## src/include/pdss_pkg.sv

```systemverilog
`default_nettype none
package pdss_pkg;
    // Clock
    localparam int unsigned CLK_HZ = 40_000_000;
    // Timing figures in their own units
    localparam int unsigned REF_UPD_US      = 20;
    localparam int unsigned DETACH_US       = 200;
    localparam int unsigned GAP_US          = 20;
    localparam int unsigned CHECK_PERIOD_US = 1000;
    localparam int unsigned RESTART_MS      = 1000;
    localparam int unsigned UNATT_OUTPUT_DISCHARGE_PIN_MS  = 100;
    localparam int unsigned RAMP_STEP_US    = 20;
    // Derived cycle counts (all round down through integer division)
    localparam int unsigned REF_UPD_CYC   = (CLK_HZ / 1_000_000) * REF_UPD_US;
    localparam int unsigned DETACH_CYC    = (CLK_HZ / 1_000_000) * DETACH_US;
    localparam int unsigned GAP_CYC       = (CLK_HZ / 1_000_000) * GAP_US;
    localparam int unsigned PERIOD_CYC    = (CLK_HZ / 1_000_000) * CHECK_PERIOD_US;
    localparam int unsigned RESTART_CYC   = (CLK_HZ / 1000) * RESTART_MS;
    localparam int unsigned UNATT_CYC     = (CLK_HZ / 1000) * UNATT_OUTPUT_DISCHARGE_PIN_MS;
    localparam int unsigned RAMP_STEP_CYC = (CLK_HZ / 1_000_000) * RAMP_STEP_US;
    // Default regulation targets, mV and mA
    localparam logic [15:0] VOUT_DEFAULT_MV = 16'h1388; // 5000 mV
    localparam logic [15:0] ILIM_DEFAULT_MA = 16'h0BB8; // 3000 mA
    // Thresholds in mV
    localparam logic [15:0] SAFE0_MV       = 16'h0320; // 800 mV
    localparam logic [15:0] SAFE0_DONE_MV  = 16'h02BC; // 700 mV
    localparam logic [15:0] UNDERVOLTAGE_LOCKOUT_MV        = 16'h0AF0; // 2800 mV
    // Percentages
    localparam logic [7:0] OVP_PCT_LO   = 8'h78; // 120
    localparam logic [7:0] OVP_PCT_HI   = 8'h7D; // 125
    localparam logic [7:0] UVP_PCT      = 8'h3C; // 60
    localparam logic [7:0] SINK_PERMILLE_X = 8'h69; // 105 percent
    localparam logic [7:0] PCT_DIV      = 8'h64; // 100
    // Sequencer states, Gray along the usual path
    typedef enum logic [2:0] {
        PDSS_NOSUP   = 3'b000,
        PDSS_SETTLE  = 3'b001,
        PDSS_UNATT   = 3'b011,
        PDSS_ATT     = 3'b010,
        PDSS_FAULT   = 3'b110,
        PDSS_HRDIS   = 3'b111
    } pdss_state_e;
endpackage : pdss_pkg
`default_nettype wire

```

## src/hw/pdss_seq.sv

```systemverilog
`timescale 1ns/1ps
`default_nettype none
// Behaviour
// - Reset loads 5 V, 3 A defaults
// - Optocoupler drive zero at start-up
// - Gate low below lockout or open supply
// - Short into lockout: open, restart after timer
// - Above lockout: initialise, regulate 5 V 3 A
// - 20 mA sink above 1.05 default voltage
// - Stable output: close switch, low power wait
// - Attach only when exactly one CC low
// - Attach enables all, accepts new voltages
// - Overvoltage trip 120 or 125 percent
// - Undervoltage trip tracks 60 percent
// - Lockout unattached or attached goes to fault, restarts after timer
// - Protections open switch, reclose after recovery
// - Reference updated within 20 us
// - Downward parabolic ramp, upward direct
// - Ramp long enough to avoid undershoot
// - Comparator flags output below 0.8 V
// - Hard-reset: 20 us gap each millisecond while supply below 5 V
// - Repeat checks until below 0.7 V
// - 1 mA sink when both switches off
// - Unattached discharge limited to 100 ms
// - Safe restart after 1 s reinitialises
// - Detach returns target to 5 V
module pdss_seq #(
    parameter int unsigned RESTART_CYCLES = pdss_pkg::RESTART_CYC,
    parameter int unsigned UNATT_CYCLES   = pdss_pkg::UNATT_CYC,
    parameter int unsigned RAMP_STEPS     = 8,
    parameter bit          OVP_HIGH_SEL   = 1'b0
) (
    // Clock and reset
    input  wire logic        ref_clk_i,
    input  wire logic        rst_n_i,
    // Supply and output measurement, mV
    input  wire logic [15:0] supply_mv_i,
    input  wire logic [15:0] vbus_mv_i,
    input  wire logic        supply_open_i,
    input  wire logic        vout_stable_i,
    // CC comparators: high when line is below sink termination threshold
    input  wire logic        cc1_below_thr_i,
    input  wire logic        cc2_below_thr_i,
    // Protocol side
    input  wire logic        new_req_i,
    input  wire logic [15:0] new_vout_mv_i,
    input  wire logic        hard_reset_i,
    input  wire logic        fault_i,
    // Outputs
    output logic             load_switch_gate_drive_o,
    output logic             output_discharge_pin_o,
    output logic             discharge_sink_1ma_o,
    output logic             supply_sink_20ma_o,
    output logic             optocoupler_drive_en_o,
    output logic             low_power_o,
    output logic             attached_o,
    output logic [15:0]      vref_mv_o,
    output logic [15:0]      ilim_ma_o,
    output logic [15:0]      ovp_level_mv_o,
    output logic [15:0]      uvp_level_mv_o,
    output logic             below_safe0_o,
    output logic             hr_done_o
);
    initial begin
        if (RAMP_STEPS < 2 || RAMP_STEPS > 63 || RESTART_CYCLES < 2 || UNATT_CYCLES < 2)
            $error("pdss_seq: unsupported parameters");
    end

    // Pin synchronisers: three flops, change accepted when second and third agree
    logic [2:0] s_cc1_ff, s_cc2_ff, s_open_ff, s_stab_ff;
    logic cc1_q_ff, cc2_q_ff, open_q_ff, stab_q_ff;
    always_ff @(posedge ref_clk_i or negedge rst_n_i) begin
        if (!rst_n_i) begin
            s_cc1_ff  <= 3'h0;
            s_cc2_ff  <= 3'h0;
            s_open_ff <= 3'h7;
            s_stab_ff <= 3'h0;
        end else begin
            s_cc1_ff  <= {s_cc1_ff[1:0], cc1_below_thr_i};
            s_cc2_ff  <= {s_cc2_ff[1:0], cc2_below_thr_i};
            s_open_ff <= {s_open_ff[1:0], supply_open_i};
            s_stab_ff <= {s_stab_ff[1:0], vout_stable_i};
        end
    end
    always_ff @(posedge ref_clk_i or negedge rst_n_i) begin
        if (!rst_n_i) begin
            cc1_q_ff  <= 1'b0;
            cc2_q_ff  <= 1'b0;
            open_q_ff <= 1'b1;
            stab_q_ff <= 1'b0;
        end else begin
            if (s_cc1_ff[1] == s_cc1_ff[2]) cc1_q_ff <= s_cc1_ff[2];
            if (s_cc2_ff[1] == s_cc2_ff[2]) cc2_q_ff <= s_cc2_ff[2];
            if (s_open_ff[1] == s_open_ff[2]) open_q_ff <= s_open_ff[2];
            if (s_stab_ff[1] == s_stab_ff[2]) stab_q_ff <= s_stab_ff[2];
        end
    end

    // Level decode
    function automatic logic [15:0] pct_of(input logic [15:0] v, input logic [7:0] p);
        logic [23:0] prod;
        prod = v * p;
        return 16'((prod / pdss_pkg::PCT_DIV) & 24'h00FFFF);
    endfunction

    wire logic        undervoltage_lockout_w      = (supply_mv_i < pdss_pkg::UNDERVOLTAGE_LOCKOUT_MV) | open_q_ff;
    wire logic [15:0] sink_lvl_w  = pct_of(pdss_pkg::VOUT_DEFAULT_MV, pdss_pkg::SINK_PERMILLE_X);
    wire logic        attach_w    = cc1_q_ff ^ cc2_q_ff;
    wire logic [7:0]  ovp_pct_w   = OVP_HIGH_SEL ? pdss_pkg::OVP_PCT_HI : pdss_pkg::OVP_PCT_LO;
    wire logic        ovp_trip_w  = supply_mv_i > ovp_level_mv_o;
    wire logic        supply_ok_w = (supply_mv_i <= sink_lvl_w);
    wire logic        below0_w    = vbus_mv_i < pdss_pkg::SAFE0_MV;
    wire logic        done0_w     = vbus_mv_i < pdss_pkg::SAFE0_DONE_MV;

    // Sequencer
    pdss_pkg::pdss_state_e state_ff, nxt_state;
    logic [31:0] tmr_ff, nxt_tmr;
    logic [31:0] per_ff;
    logic        gap_ff;
    logic [15:0] target_ff, nxt_target;
    logic        req_pend_ff;
    logic [15:0] req_mv_ff;
    logic [5:0]  ramp_idx_ff;
    logic [15:0] ramp_from_ff;
    logic [31:0] ramp_tmr_ff;
    logic        ramping_ff;
    logic        prot_w;
    logic        lock_fault_w;

    assign prot_w = ovp_trip_w | fault_i;
    // Lockout while waiting out a restart must not skip the timer
    assign lock_fault_w = state_ff == pdss_pkg::PDSS_ATT || state_ff == pdss_pkg::PDSS_UNATT
                        || state_ff == pdss_pkg::PDSS_FAULT;

    always_comb begin
        nxt_state  = state_ff;
        nxt_tmr    = tmr_ff + 32'h1;
        nxt_target = target_ff;
        case (state_ff)
            pdss_pkg::PDSS_NOSUP: begin
                nxt_tmr = 32'h0;
                nxt_target = pdss_pkg::VOUT_DEFAULT_MV;
                if (!undervoltage_lockout_w) nxt_state = pdss_pkg::PDSS_SETTLE;
            end
            pdss_pkg::PDSS_SETTLE: begin
                if (stab_q_ff && supply_ok_w) begin
                    nxt_state = pdss_pkg::PDSS_UNATT;
                    nxt_tmr   = 32'h0;
                end
            end
            pdss_pkg::PDSS_UNATT: begin
                nxt_target = pdss_pkg::VOUT_DEFAULT_MV;
                if (tmr_ff >= UNATT_CYCLES) nxt_tmr = tmr_ff;
                if (attach_w) nxt_state = pdss_pkg::PDSS_ATT;
            end
            pdss_pkg::PDSS_ATT: begin
                if (!attach_w) begin
                    nxt_target = pdss_pkg::VOUT_DEFAULT_MV;
                    nxt_state  = pdss_pkg::PDSS_UNATT;
                    nxt_tmr    = 32'h0;
                end else if (hard_reset_i) begin
                    nxt_target = pdss_pkg::VOUT_DEFAULT_MV;
                    nxt_state  = pdss_pkg::PDSS_HRDIS;
                end else if (req_pend_ff) begin
                    nxt_target = req_mv_ff;
                end
            end
            pdss_pkg::PDSS_FAULT: begin
                nxt_target = pdss_pkg::VOUT_DEFAULT_MV;
                if (tmr_ff >= RESTART_CYCLES - 1 && !prot_w && supply_ok_w)
                    nxt_state = pdss_pkg::PDSS_NOSUP;
                else if (tmr_ff >= RESTART_CYCLES - 1)
                    nxt_tmr = tmr_ff;
            end
            pdss_pkg::PDSS_HRDIS: begin
                if (gap_ff && per_ff == 32'(pdss_pkg::GAP_CYC - 1) && done0_w) begin
                    nxt_state = pdss_pkg::PDSS_UNATT;
                    nxt_tmr   = 32'h0;
                end
            end
            default: nxt_state = pdss_pkg::PDSS_NOSUP;
        endcase
        if (undervoltage_lockout_w && state_ff != pdss_pkg::PDSS_NOSUP) begin
            // Short pulling supply low while closed also restarts via timer
            nxt_state = lock_fault_w ? pdss_pkg::PDSS_FAULT
                                     : pdss_pkg::PDSS_NOSUP;
            nxt_tmr   = 32'h0;
        end else if (prot_w && state_ff != pdss_pkg::PDSS_NOSUP
                     && state_ff != pdss_pkg::PDSS_FAULT) begin
            nxt_state = pdss_pkg::PDSS_FAULT;
            nxt_tmr   = 32'h0;
        end
    end

    always_ff @(posedge ref_clk_i or negedge rst_n_i) begin
        if (!rst_n_i) begin
            state_ff  <= pdss_pkg::PDSS_NOSUP;
            tmr_ff    <= 32'h0;
            target_ff <= pdss_pkg::VOUT_DEFAULT_MV;
        end else begin
            state_ff  <= nxt_state;
            tmr_ff    <= nxt_tmr;
            target_ff <= nxt_target;
        end
    end

    // Pending request capture
    always_ff @(posedge ref_clk_i or negedge rst_n_i) begin
        if (!rst_n_i) begin
            req_pend_ff <= 1'b0;
            req_mv_ff   <= pdss_pkg::VOUT_DEFAULT_MV;
        end else if (new_req_i && state_ff == pdss_pkg::PDSS_ATT) begin
            req_pend_ff <= 1'b1;
            req_mv_ff   <= new_vout_mv_i;
        end else begin
            req_pend_ff <= 1'b0;
        end
    end

    // Hard-reset gap timing: 20 us open every 1 ms, only while supply is below 5 V
    always_ff @(posedge ref_clk_i or negedge rst_n_i) begin
        if (!rst_n_i) begin
            per_ff <= 32'h0;
            gap_ff <= 1'b0;
        end else if (state_ff != pdss_pkg::PDSS_HRDIS
                     || supply_mv_i >= pdss_pkg::VOUT_DEFAULT_MV) begin
            per_ff <= 32'h0;
            gap_ff <= 1'b0;
        end else if (!gap_ff && per_ff >= 32'(pdss_pkg::PERIOD_CYC - pdss_pkg::GAP_CYC - 1)) begin
            per_ff <= 32'h0;
            gap_ff <= 1'b1;
        end else if (gap_ff && per_ff >= 32'(pdss_pkg::GAP_CYC - 1)) begin
            per_ff <= 32'h0;
            gap_ff <= 1'b0;
        end else begin
            per_ff <= per_ff + 32'h1;
        end
    end

    // Reference: immediate up, parabolic steps down
    wire logic [15:0] drop_w  = ramp_from_ff - target_ff;
    wire logic [11:0] rem_w   = 12'(RAMP_STEPS) - 12'(ramp_idx_ff);
    wire logic [23:0] rem2_w  = 24'(rem_w) * 24'(rem_w);
    wire logic [23:0] n2_w    = 24'(RAMP_STEPS) * 24'(RAMP_STEPS);
    wire logic [39:0] scl_w   = 40'(drop_w) * 40'(rem2_w);
    wire logic [15:0] para_w  = target_ff + 16'(scl_w / 40'(n2_w));
    always_ff @(posedge ref_clk_i or negedge rst_n_i) begin
        if (!rst_n_i) begin
            vref_mv_o    <= pdss_pkg::VOUT_DEFAULT_MV;
            ramping_ff   <= 1'b0;
            ramp_idx_ff  <= 6'h0;
            ramp_from_ff <= pdss_pkg::VOUT_DEFAULT_MV;
            ramp_tmr_ff  <= 32'h0;
        end else if (target_ff >= vref_mv_o && !ramping_ff) begin
            vref_mv_o <= target_ff;
        end else if (!ramping_ff) begin
            ramping_ff   <= 1'b1;
            ramp_from_ff <= vref_mv_o;
            ramp_idx_ff  <= 6'h1;
            ramp_tmr_ff  <= 32'h0;
        end else if (target_ff > ramp_from_ff) begin
            ramping_ff <= 1'b0;
            vref_mv_o  <= target_ff;
        end else if (ramp_tmr_ff >= 32'(pdss_pkg::RAMP_STEP_CYC - 1)) begin
            ramp_tmr_ff <= 32'h0;
            vref_mv_o   <= para_w;
            if (ramp_idx_ff >= 6'(RAMP_STEPS)) ramping_ff <= 1'b0;
            else ramp_idx_ff <= ramp_idx_ff + 6'h1;
        end else begin
            ramp_tmr_ff <= ramp_tmr_ff + 32'h1;
        end
    end

    // Output registers
    // Unattached: discharge window first, then the switch closes
    wire logic sw_on_w   = (state_ff == pdss_pkg::PDSS_ATT
                         || (state_ff == pdss_pkg::PDSS_UNATT && tmr_ff >= UNATT_CYCLES))
                         && !undervoltage_lockout_w && !prot_w;
    wire logic dis_on_w  = (state_ff == pdss_pkg::PDSS_HRDIS && !gap_ff)
                         | (state_ff == pdss_pkg::PDSS_UNATT && tmr_ff < UNATT_CYCLES && !sw_on_w);
    always_ff @(posedge ref_clk_i or negedge rst_n_i) begin
        if (!rst_n_i) begin
            load_switch_gate_drive_o <= 1'b0;
            output_discharge_pin_o   <= 1'b0;
            discharge_sink_1ma_o     <= 1'b0;
            supply_sink_20ma_o       <= 1'b0;
            optocoupler_drive_en_o   <= 1'b0;
            low_power_o              <= 1'b0;
            attached_o               <= 1'b0;
            ilim_ma_o                <= pdss_pkg::ILIM_DEFAULT_MA;
            ovp_level_mv_o           <= 16'hFFFF;
            uvp_level_mv_o           <= 16'h0000;
            below_safe0_o            <= 1'b0;
            hr_done_o                <= 1'b0;
        end else begin
            load_switch_gate_drive_o <= sw_on_w;
            output_discharge_pin_o   <= dis_on_w;
            discharge_sink_1ma_o     <= !sw_on_w && !dis_on_w;
            supply_sink_20ma_o       <= !undervoltage_lockout_w && (supply_mv_i > sink_lvl_w);
            optocoupler_drive_en_o   <= state_ff != pdss_pkg::PDSS_NOSUP && !undervoltage_lockout_w;
            low_power_o              <= state_ff == pdss_pkg::PDSS_UNATT;
            attached_o               <= state_ff == pdss_pkg::PDSS_ATT;
            ilim_ma_o                <= pdss_pkg::ILIM_DEFAULT_MA;
            ovp_level_mv_o           <= pct_of(vref_mv_o, ovp_pct_w);
            uvp_level_mv_o           <= pct_of(vref_mv_o, pdss_pkg::UVP_PCT);
            below_safe0_o            <= below0_w;
            hr_done_o                <= state_ff == pdss_pkg::PDSS_HRDIS
                                        && nxt_state == pdss_pkg::PDSS_UNATT;
        end
    end
endmodule : pdss_seq
`default_nettype wire

```

## config.mk

```make
export PLATFORM = sky130hd
export DESIGN_NAME = pdss_seq
export DESIGN_NICKNAME = d
export VERILOG_FILES = /design/src/include/pdss_pkg.sv /design/src/hw/pdss_seq.sv
export SDC_FILE = /design/constraint.sdc
export NUM_CORES = 1
export LEC_CHECK = 0
export BUFFER_PORTS_ARGS = -buffer_cell sky130_fd_sc_hd__buf_2
export CORE_ASPECT_RATIO = 0.6
export CORE_MARGIN = 4
export CORE_UTILIZATION = 45
export CTS_BUF_LIST = sky130_fd_sc_hd__clkbuf_8
export DETAILED_ROUTE_END_ITERATION = 10
export PLACE_DENSITY = 0.68
export SLEW_MARGIN = 20
export SYNTH_ARGS = -nofsm -noshare
export SYNTH_HDL_FRONTEND = slang
export SYNTH_SLANG_ARGS = --single-unit
```

## constraint.sdc

```tcl
create_clock -name ref_clk_i -period 17.7 [get_ports ref_clk_i]
set_clock_uncertainty 0.1 [all_clocks]
set_input_delay 1.77 -clock ref_clk_i [delete_from_list [all_inputs] [get_ports ref_clk_i]]
set_output_delay 1.77 -clock ref_clk_i [all_outputs]
set_load 0.1 [all_outputs]
```

-- After elaboration in Yosys (flattened, before gate mapping)
Cells that the tools add are included.
- bits in registers: 229
- bits in latches: 0
- memory bits (writable): 0
- bits in read-only memories: 0
- input bits: 57
- output and inout bits: 73
- logic and storage cells: 176
- memories: 0
- $add $sub $neg: 7
- multipliers: 4
- div/mod/pow operators: 2
- order comparisons: 16
- equal/unequal tests: 19
- shift operators: 0
- mux-type cells: 46
- bitwise gates (word level): 6
- reduce and logical (&&, ||, !) cells: 45
- operator list (cell ; number):
    $mux W32 ; 14
    $pmux W32 S6 ; 1
    $mux W16 ; 7
    $add A32 B1 Y32 const B ; 3
    $ge A32 B10 Y1 const B ; 2
    $mul A16 B4 Y20 const B ; 2
    $eq A32 B10 Y1 const B ; 1
    $ge A32 B16 Y1 const B ; 1
    $ge A32 B22 Y1 const B ; 1
    $ge A32 B26 Y1 const B ; 1
    $gt A16 B16 Y1 ; 2
    $lt A16 B10 Y1 const B ; 2
    $lt A32 B22 Y1 const B ; 1
    $pmux W16 S2 ; 1
    $mux W3 ; 10
    $div A22 B7 Y24 const B ; 1
    $div A24 B7 Y24 const B ; 1
    $mul A12 B12 Y24 ; 1
    $mul A16 B24 Y22 ; 1
    $mux W6 ; 4
    $logic_and A1 B1 Y1 ; 22
    $pmux W3 S6 ; 1
    $add A16 B16 Y16 ; 1
    $ge A16 B13 Y1 const B ; 1
    29 further kinds ; 63

-- Depth between registers and ports, before layout
- word-level depth: 11
- depth in mapped cells: 59
- depth with buffers taken out: 58

-- Worst setup path after synthesis
Ideal clock, no wire load.
- path type: register -> register
- start: register vref_mv_o[6]
- end: register ovp_level_mv_o[0]
- setup time: 0.077 ns
- data arrival time: 13.142 ns
- data required time: 17.523 ns
- path slack: 4.381 ns
- cell stages (with the launch flop): 57
- buffers on the path: 7
- clock period less this slack: 13.319 ns
- cells stage by stage: dfrtp_1 -> inv_1 -> fa_1 -> fa_1 -> inv_1 -> ha_1 -> buf_4 -> o21ai_0 -> a211o_1 -> a31o_1 -> nor3b_2 -> or2_1 -> buf_2 -> xnor2_1 -> a2111oi_4 -> and3_1 -> o21bai_1 -> and2_1 -> [21 not listed] -> mux2_2 -> a21o_1 -> or2_1 -> buf_2 -> a32o_1 -> or3_1 -> o221ai_1 -> nand3_2 -> o31a_4 -> xnor2_2 -> inv_1 -> ha_1 -> nor4_1 -> mux2i_1 -> a31o_2 -> o31ai_1 -> a21oi_1 -> o22ai_1
- word-level cells in the longest chain between the ends: 2
- ends and longest elaborated chain (what ; line ; source):
    start: declaration ; pdss_seq.sv:57 ; output logic [15:0] vref_mv_o,
    start signal: assignment ; pdss_seq.sv:249 ; vref_mv_o <= pdss_pkg::VOUT_DEFAULT_MV;
    start signal: assignment ; pdss_seq.sv:255 ; vref_mv_o <= target_ff;
    start signal: assignment ; pdss_seq.sv:263 ; vref_mv_o <= target_ff;
    $mul A16 B4 Y20 ; pdss_seq.sv:102 ; prod = v * p;
    $div A24 B7 Y24 ; pdss_seq.sv:103 ; return 16'((prod / pdss_pkg::PCT_DIV) & 24'h00FFFF);
    end signal: assignment ; pdss_seq.sv:304 ; ovp_level_mv_o <= pct_of(vref_mv_o, ovp_pct_w);
    end: declaration ; pdss_seq.sv:59 ; output logic [15:0] ovp_level_mv_o,
No other way between the ends.
A chain may end at the register's enable or synchronous reset.

-- Worst setup path in the final report
- start: register vref_mv_o[8]
- end: register ovp_level_mv_o[0]
The elaborated chain is that of the path after synthesis.

==> results.json <==
{
  "crit_fanout": 14,
  "max_freq_ghz": 0.0652,
  "cts.sinks": 229,
  "maxCapViolCount": 0,
  "grt_first_pass_wirelength_um": 110000,
  "grt_max_degree": 116,
  "boundaryPins": 130,
  "numPortBuffers": 111,
  "relSlewSlack": 0.225,
  "crit_buf_inv": 3,
  "dr.pass1.iters": 7,
  "die_height_um": 196,
  "synthFlopType": "dfrtp_1",
  "drc": 0,
  "cts_buffers": 37,
  "ys_types": 119,
  "synth_area_leader_cell": "fa_1",
  "path_class": "register to register",
  "gp_congestion": 0.919,
  "regToRegSetupSlack_ns": 2.36,
  "syn_inst": 2984,
  "hp-class": "register to register",
  "cts_tree": "yes",
  "post-cts-setup-buffers": 0,
  "clk_pin_slew_ns": 0.07,
  "grt_pass1_vias": 20200,
  "cp.required_ns": 18.07,
  "vias_per_cell": 5.52,
  "crit_family": "compound AO/OA/AOI/OAI gates",
  "fin_util": 0.497,
  "synth_top_family_by_area": "adder cells",
  "slew_violations": 0,
  "postSynthAreaPerCell_um2": 8.85,
  "dieArea_um2": 62800,
  "clockBufferDepth": 3,
  "root_buffer": "clkbuf_8",
  "nNetsFinal": 3581,
  "fin_setup_tns_ns": 0,
  "slowest_delay_ns": 0.70,
  "cp_slowest_cell": "nor2_1",
  "grt_antenna_before_repair": 1,
  "drive_above_1_share": 0.117,
  "hold_depth": 0,
  "core_area_um2": 57800,
  "dieWidth_um": 321,
  "antenna_left": 0,
  "dp.final_hpwl_um": 52800,
  "vias": 21500,
  "htreeDepth": 2,
  "drt_iter0_markers": 1881,
  "worst_slew_pin_slew_ns": 1.15,
  "rows": 68,
  "synth_top_area_frac": 0.181,
  "netlist_top_cells_area": "fa_1 (18%), dfrtp_1 (18%), ha_1 (9.4%)",
  "cts_hold_buf": 0,
  "area_delta_synth_final_pct": 8.59,
  "min_period_ns": 15.34,
  "critical_path_depth": 49,
  "synth.cell_area_um2": 26400,
  "outcome": "finished clean",
  "cp-start-kind": "register",
  "insertion_delay_ns": 0.58,
  "crit_arrival_ns": 15.71,
  "wire_per_inst_um": 17.0,
  "ys_warn_count": 0,
  "crit_path_end_kind": "register",
  "hold_viol": 0,
  "ff2ff_path_depth": 49,
  "synth-adder-area-share": 0.278,
  "rsz0062_at_grt": "false",
  "initial_core_util": 0.457,
  "globalRouteTotalUtil": 0.212,
  "drt_wl_total_um": 66100,
  "synth-compound-area-share": 0.171,
  "yosys.area_share.simple": 0.172,
  "cts_resized": 0,
  "synth_seq_area_share": 0.219,
  "synth-xor-area-share": 0.0568,
  "synth_edf_count": 0,
  "setup_viol": 0,
  "synthMuxAreaShare": 0.0223,
  "synthArstFlopShare": 1.00,
  "min_period_over_period": 0.867,
  "grt_overflow_total": 0,
  "ys_ff_latch": 229
}
[Yosys cell counts (all sizes together) (37+ instances only)]
library cell and count:
inv 418, nand2 260, fa 239, nor2 229, ha 198, dfrtp 189
a21oi 151, o21ai 119, xnor2 111, and2 102, nor3 72, clkbuf 68
nand3 61, xor2 54, buf 47, dfstp 40, mux2 38, o21bai 37
[state kept, by name, indices dropped and copies added (netlist names), 3 cells and up]
signal / count
ramp_tmr_ff: 32
vref_mv_o: 16
ovp_level_mv_o: 16
s_cc2_ff: 3
per_ff: 32
s_open_ff: 3
ramp_idx_ff: 6
uvp_level_mv_o: 16
s_stab_ff: 3
ramp_from_ff: 16
tmr_ff: 32
target_ff: 16
req_mv_ff: 16
s_cc1_ff: 3
state_ff: 3
[cell type report]
class	instances	area (µm²)
well taps	770	963
inverters	419	1570
multi-input cells	2251	18700
diodes	1	2.50
flip-flops and latches	229	5780
fillers	5476	29100
clock inverters	22	208
clock buffers	46	633
repair buffers	149	851
[per-stage QoR]
stage,area (µm²),setup WS (ns),instances,hold WS (ns)
finish,28700,2.36,3887,0.254
global route,28700,1.34,3887,0.260
CTS,28700,2.77,3886,0.254
detailed placement,27800,2.82,3818,0.243
global placement,27800,2.85,3818,0.236
floorplan,26500,4.38,3014,0.231
[layer usage]
metal,track usage,vias to the layer above,routed length [µm]
li1,-,10300,-
met5,0,-,0
met3,0.0355,65,5260
met4,0.0321,0,870
met1,0.356,10400,34500
met2,0.282,724,25400
[cells in the final DEF, fill, tap and decap left out, types with 22 or more instances in the layout]
master	synthesis	final
o21bai_1	37	36
and3_1	27	27
clkbuf_8	0	46
buf_2	18	110
nand2_1	260	260
inv_1	413	423
nor2b_1	27	26
dfstp_2	40	40
nor2_1	229	229
ha_1	198	198
nand3_1	59	59
a21o_1	31	31
conb_1	2	32
xnor2_1	105	103
buf_4	23	38
nand2b_1	35	35
o21ai_1	22	22
fa_1	239	239
a21oi_1	145	144
o21ai_0	94	94
and2_1	99	99
nand4_1	32	32
a31oi_1	28	28
o21a_1	26	26
dfrtp_1	189	189
nor3_1	69	69
xor2_1	54	52
nor4_1	24	24
mux2_2	37	37
[worst reg2reg max path, delay by kind of cell, from the launching register on]
family	cells	cell delay [ns]
muxes	3	0.84
and+or+nand+nor	14	4.34
adders and majority gates	4	1.76
DFF	1	0.56
buffers and inverters	3	0.32
AOI/OAI and AO/OA	24	7.03
xor gates and xnor gates	1	0.25
[cell families after synthesis]
family                     after synthesis
and+or+nand+nor                        927
adders and majority gates              444
buffers and inverters                  534
other                                    2
xor gates and xnor gates               165
DFF                                    229
muxes                                   54
AOI/OAI and AO/OA                      629
[path summary, 6_finish.rpt]
check,from,end
setup / recovery,vref_mv_o[8],ovp_level_mv_o[0]
hold / removal,s_stab_ff[0],s_stab_ff[1]
setup reg to reg,vref_mv_o[8],ovp_level_mv_o[0]
hold reg to reg,s_stab_ff[0],s_stab_ff[1]
max in group asynchronous,rst_n_i,ramp_tmr_ff[21]
min in group asynchronous,rst_n_i,per_ff[2]
Power is not shown: default switching activity piles up to over one toggle a cycle in this logic, so the estimate is an artifact.
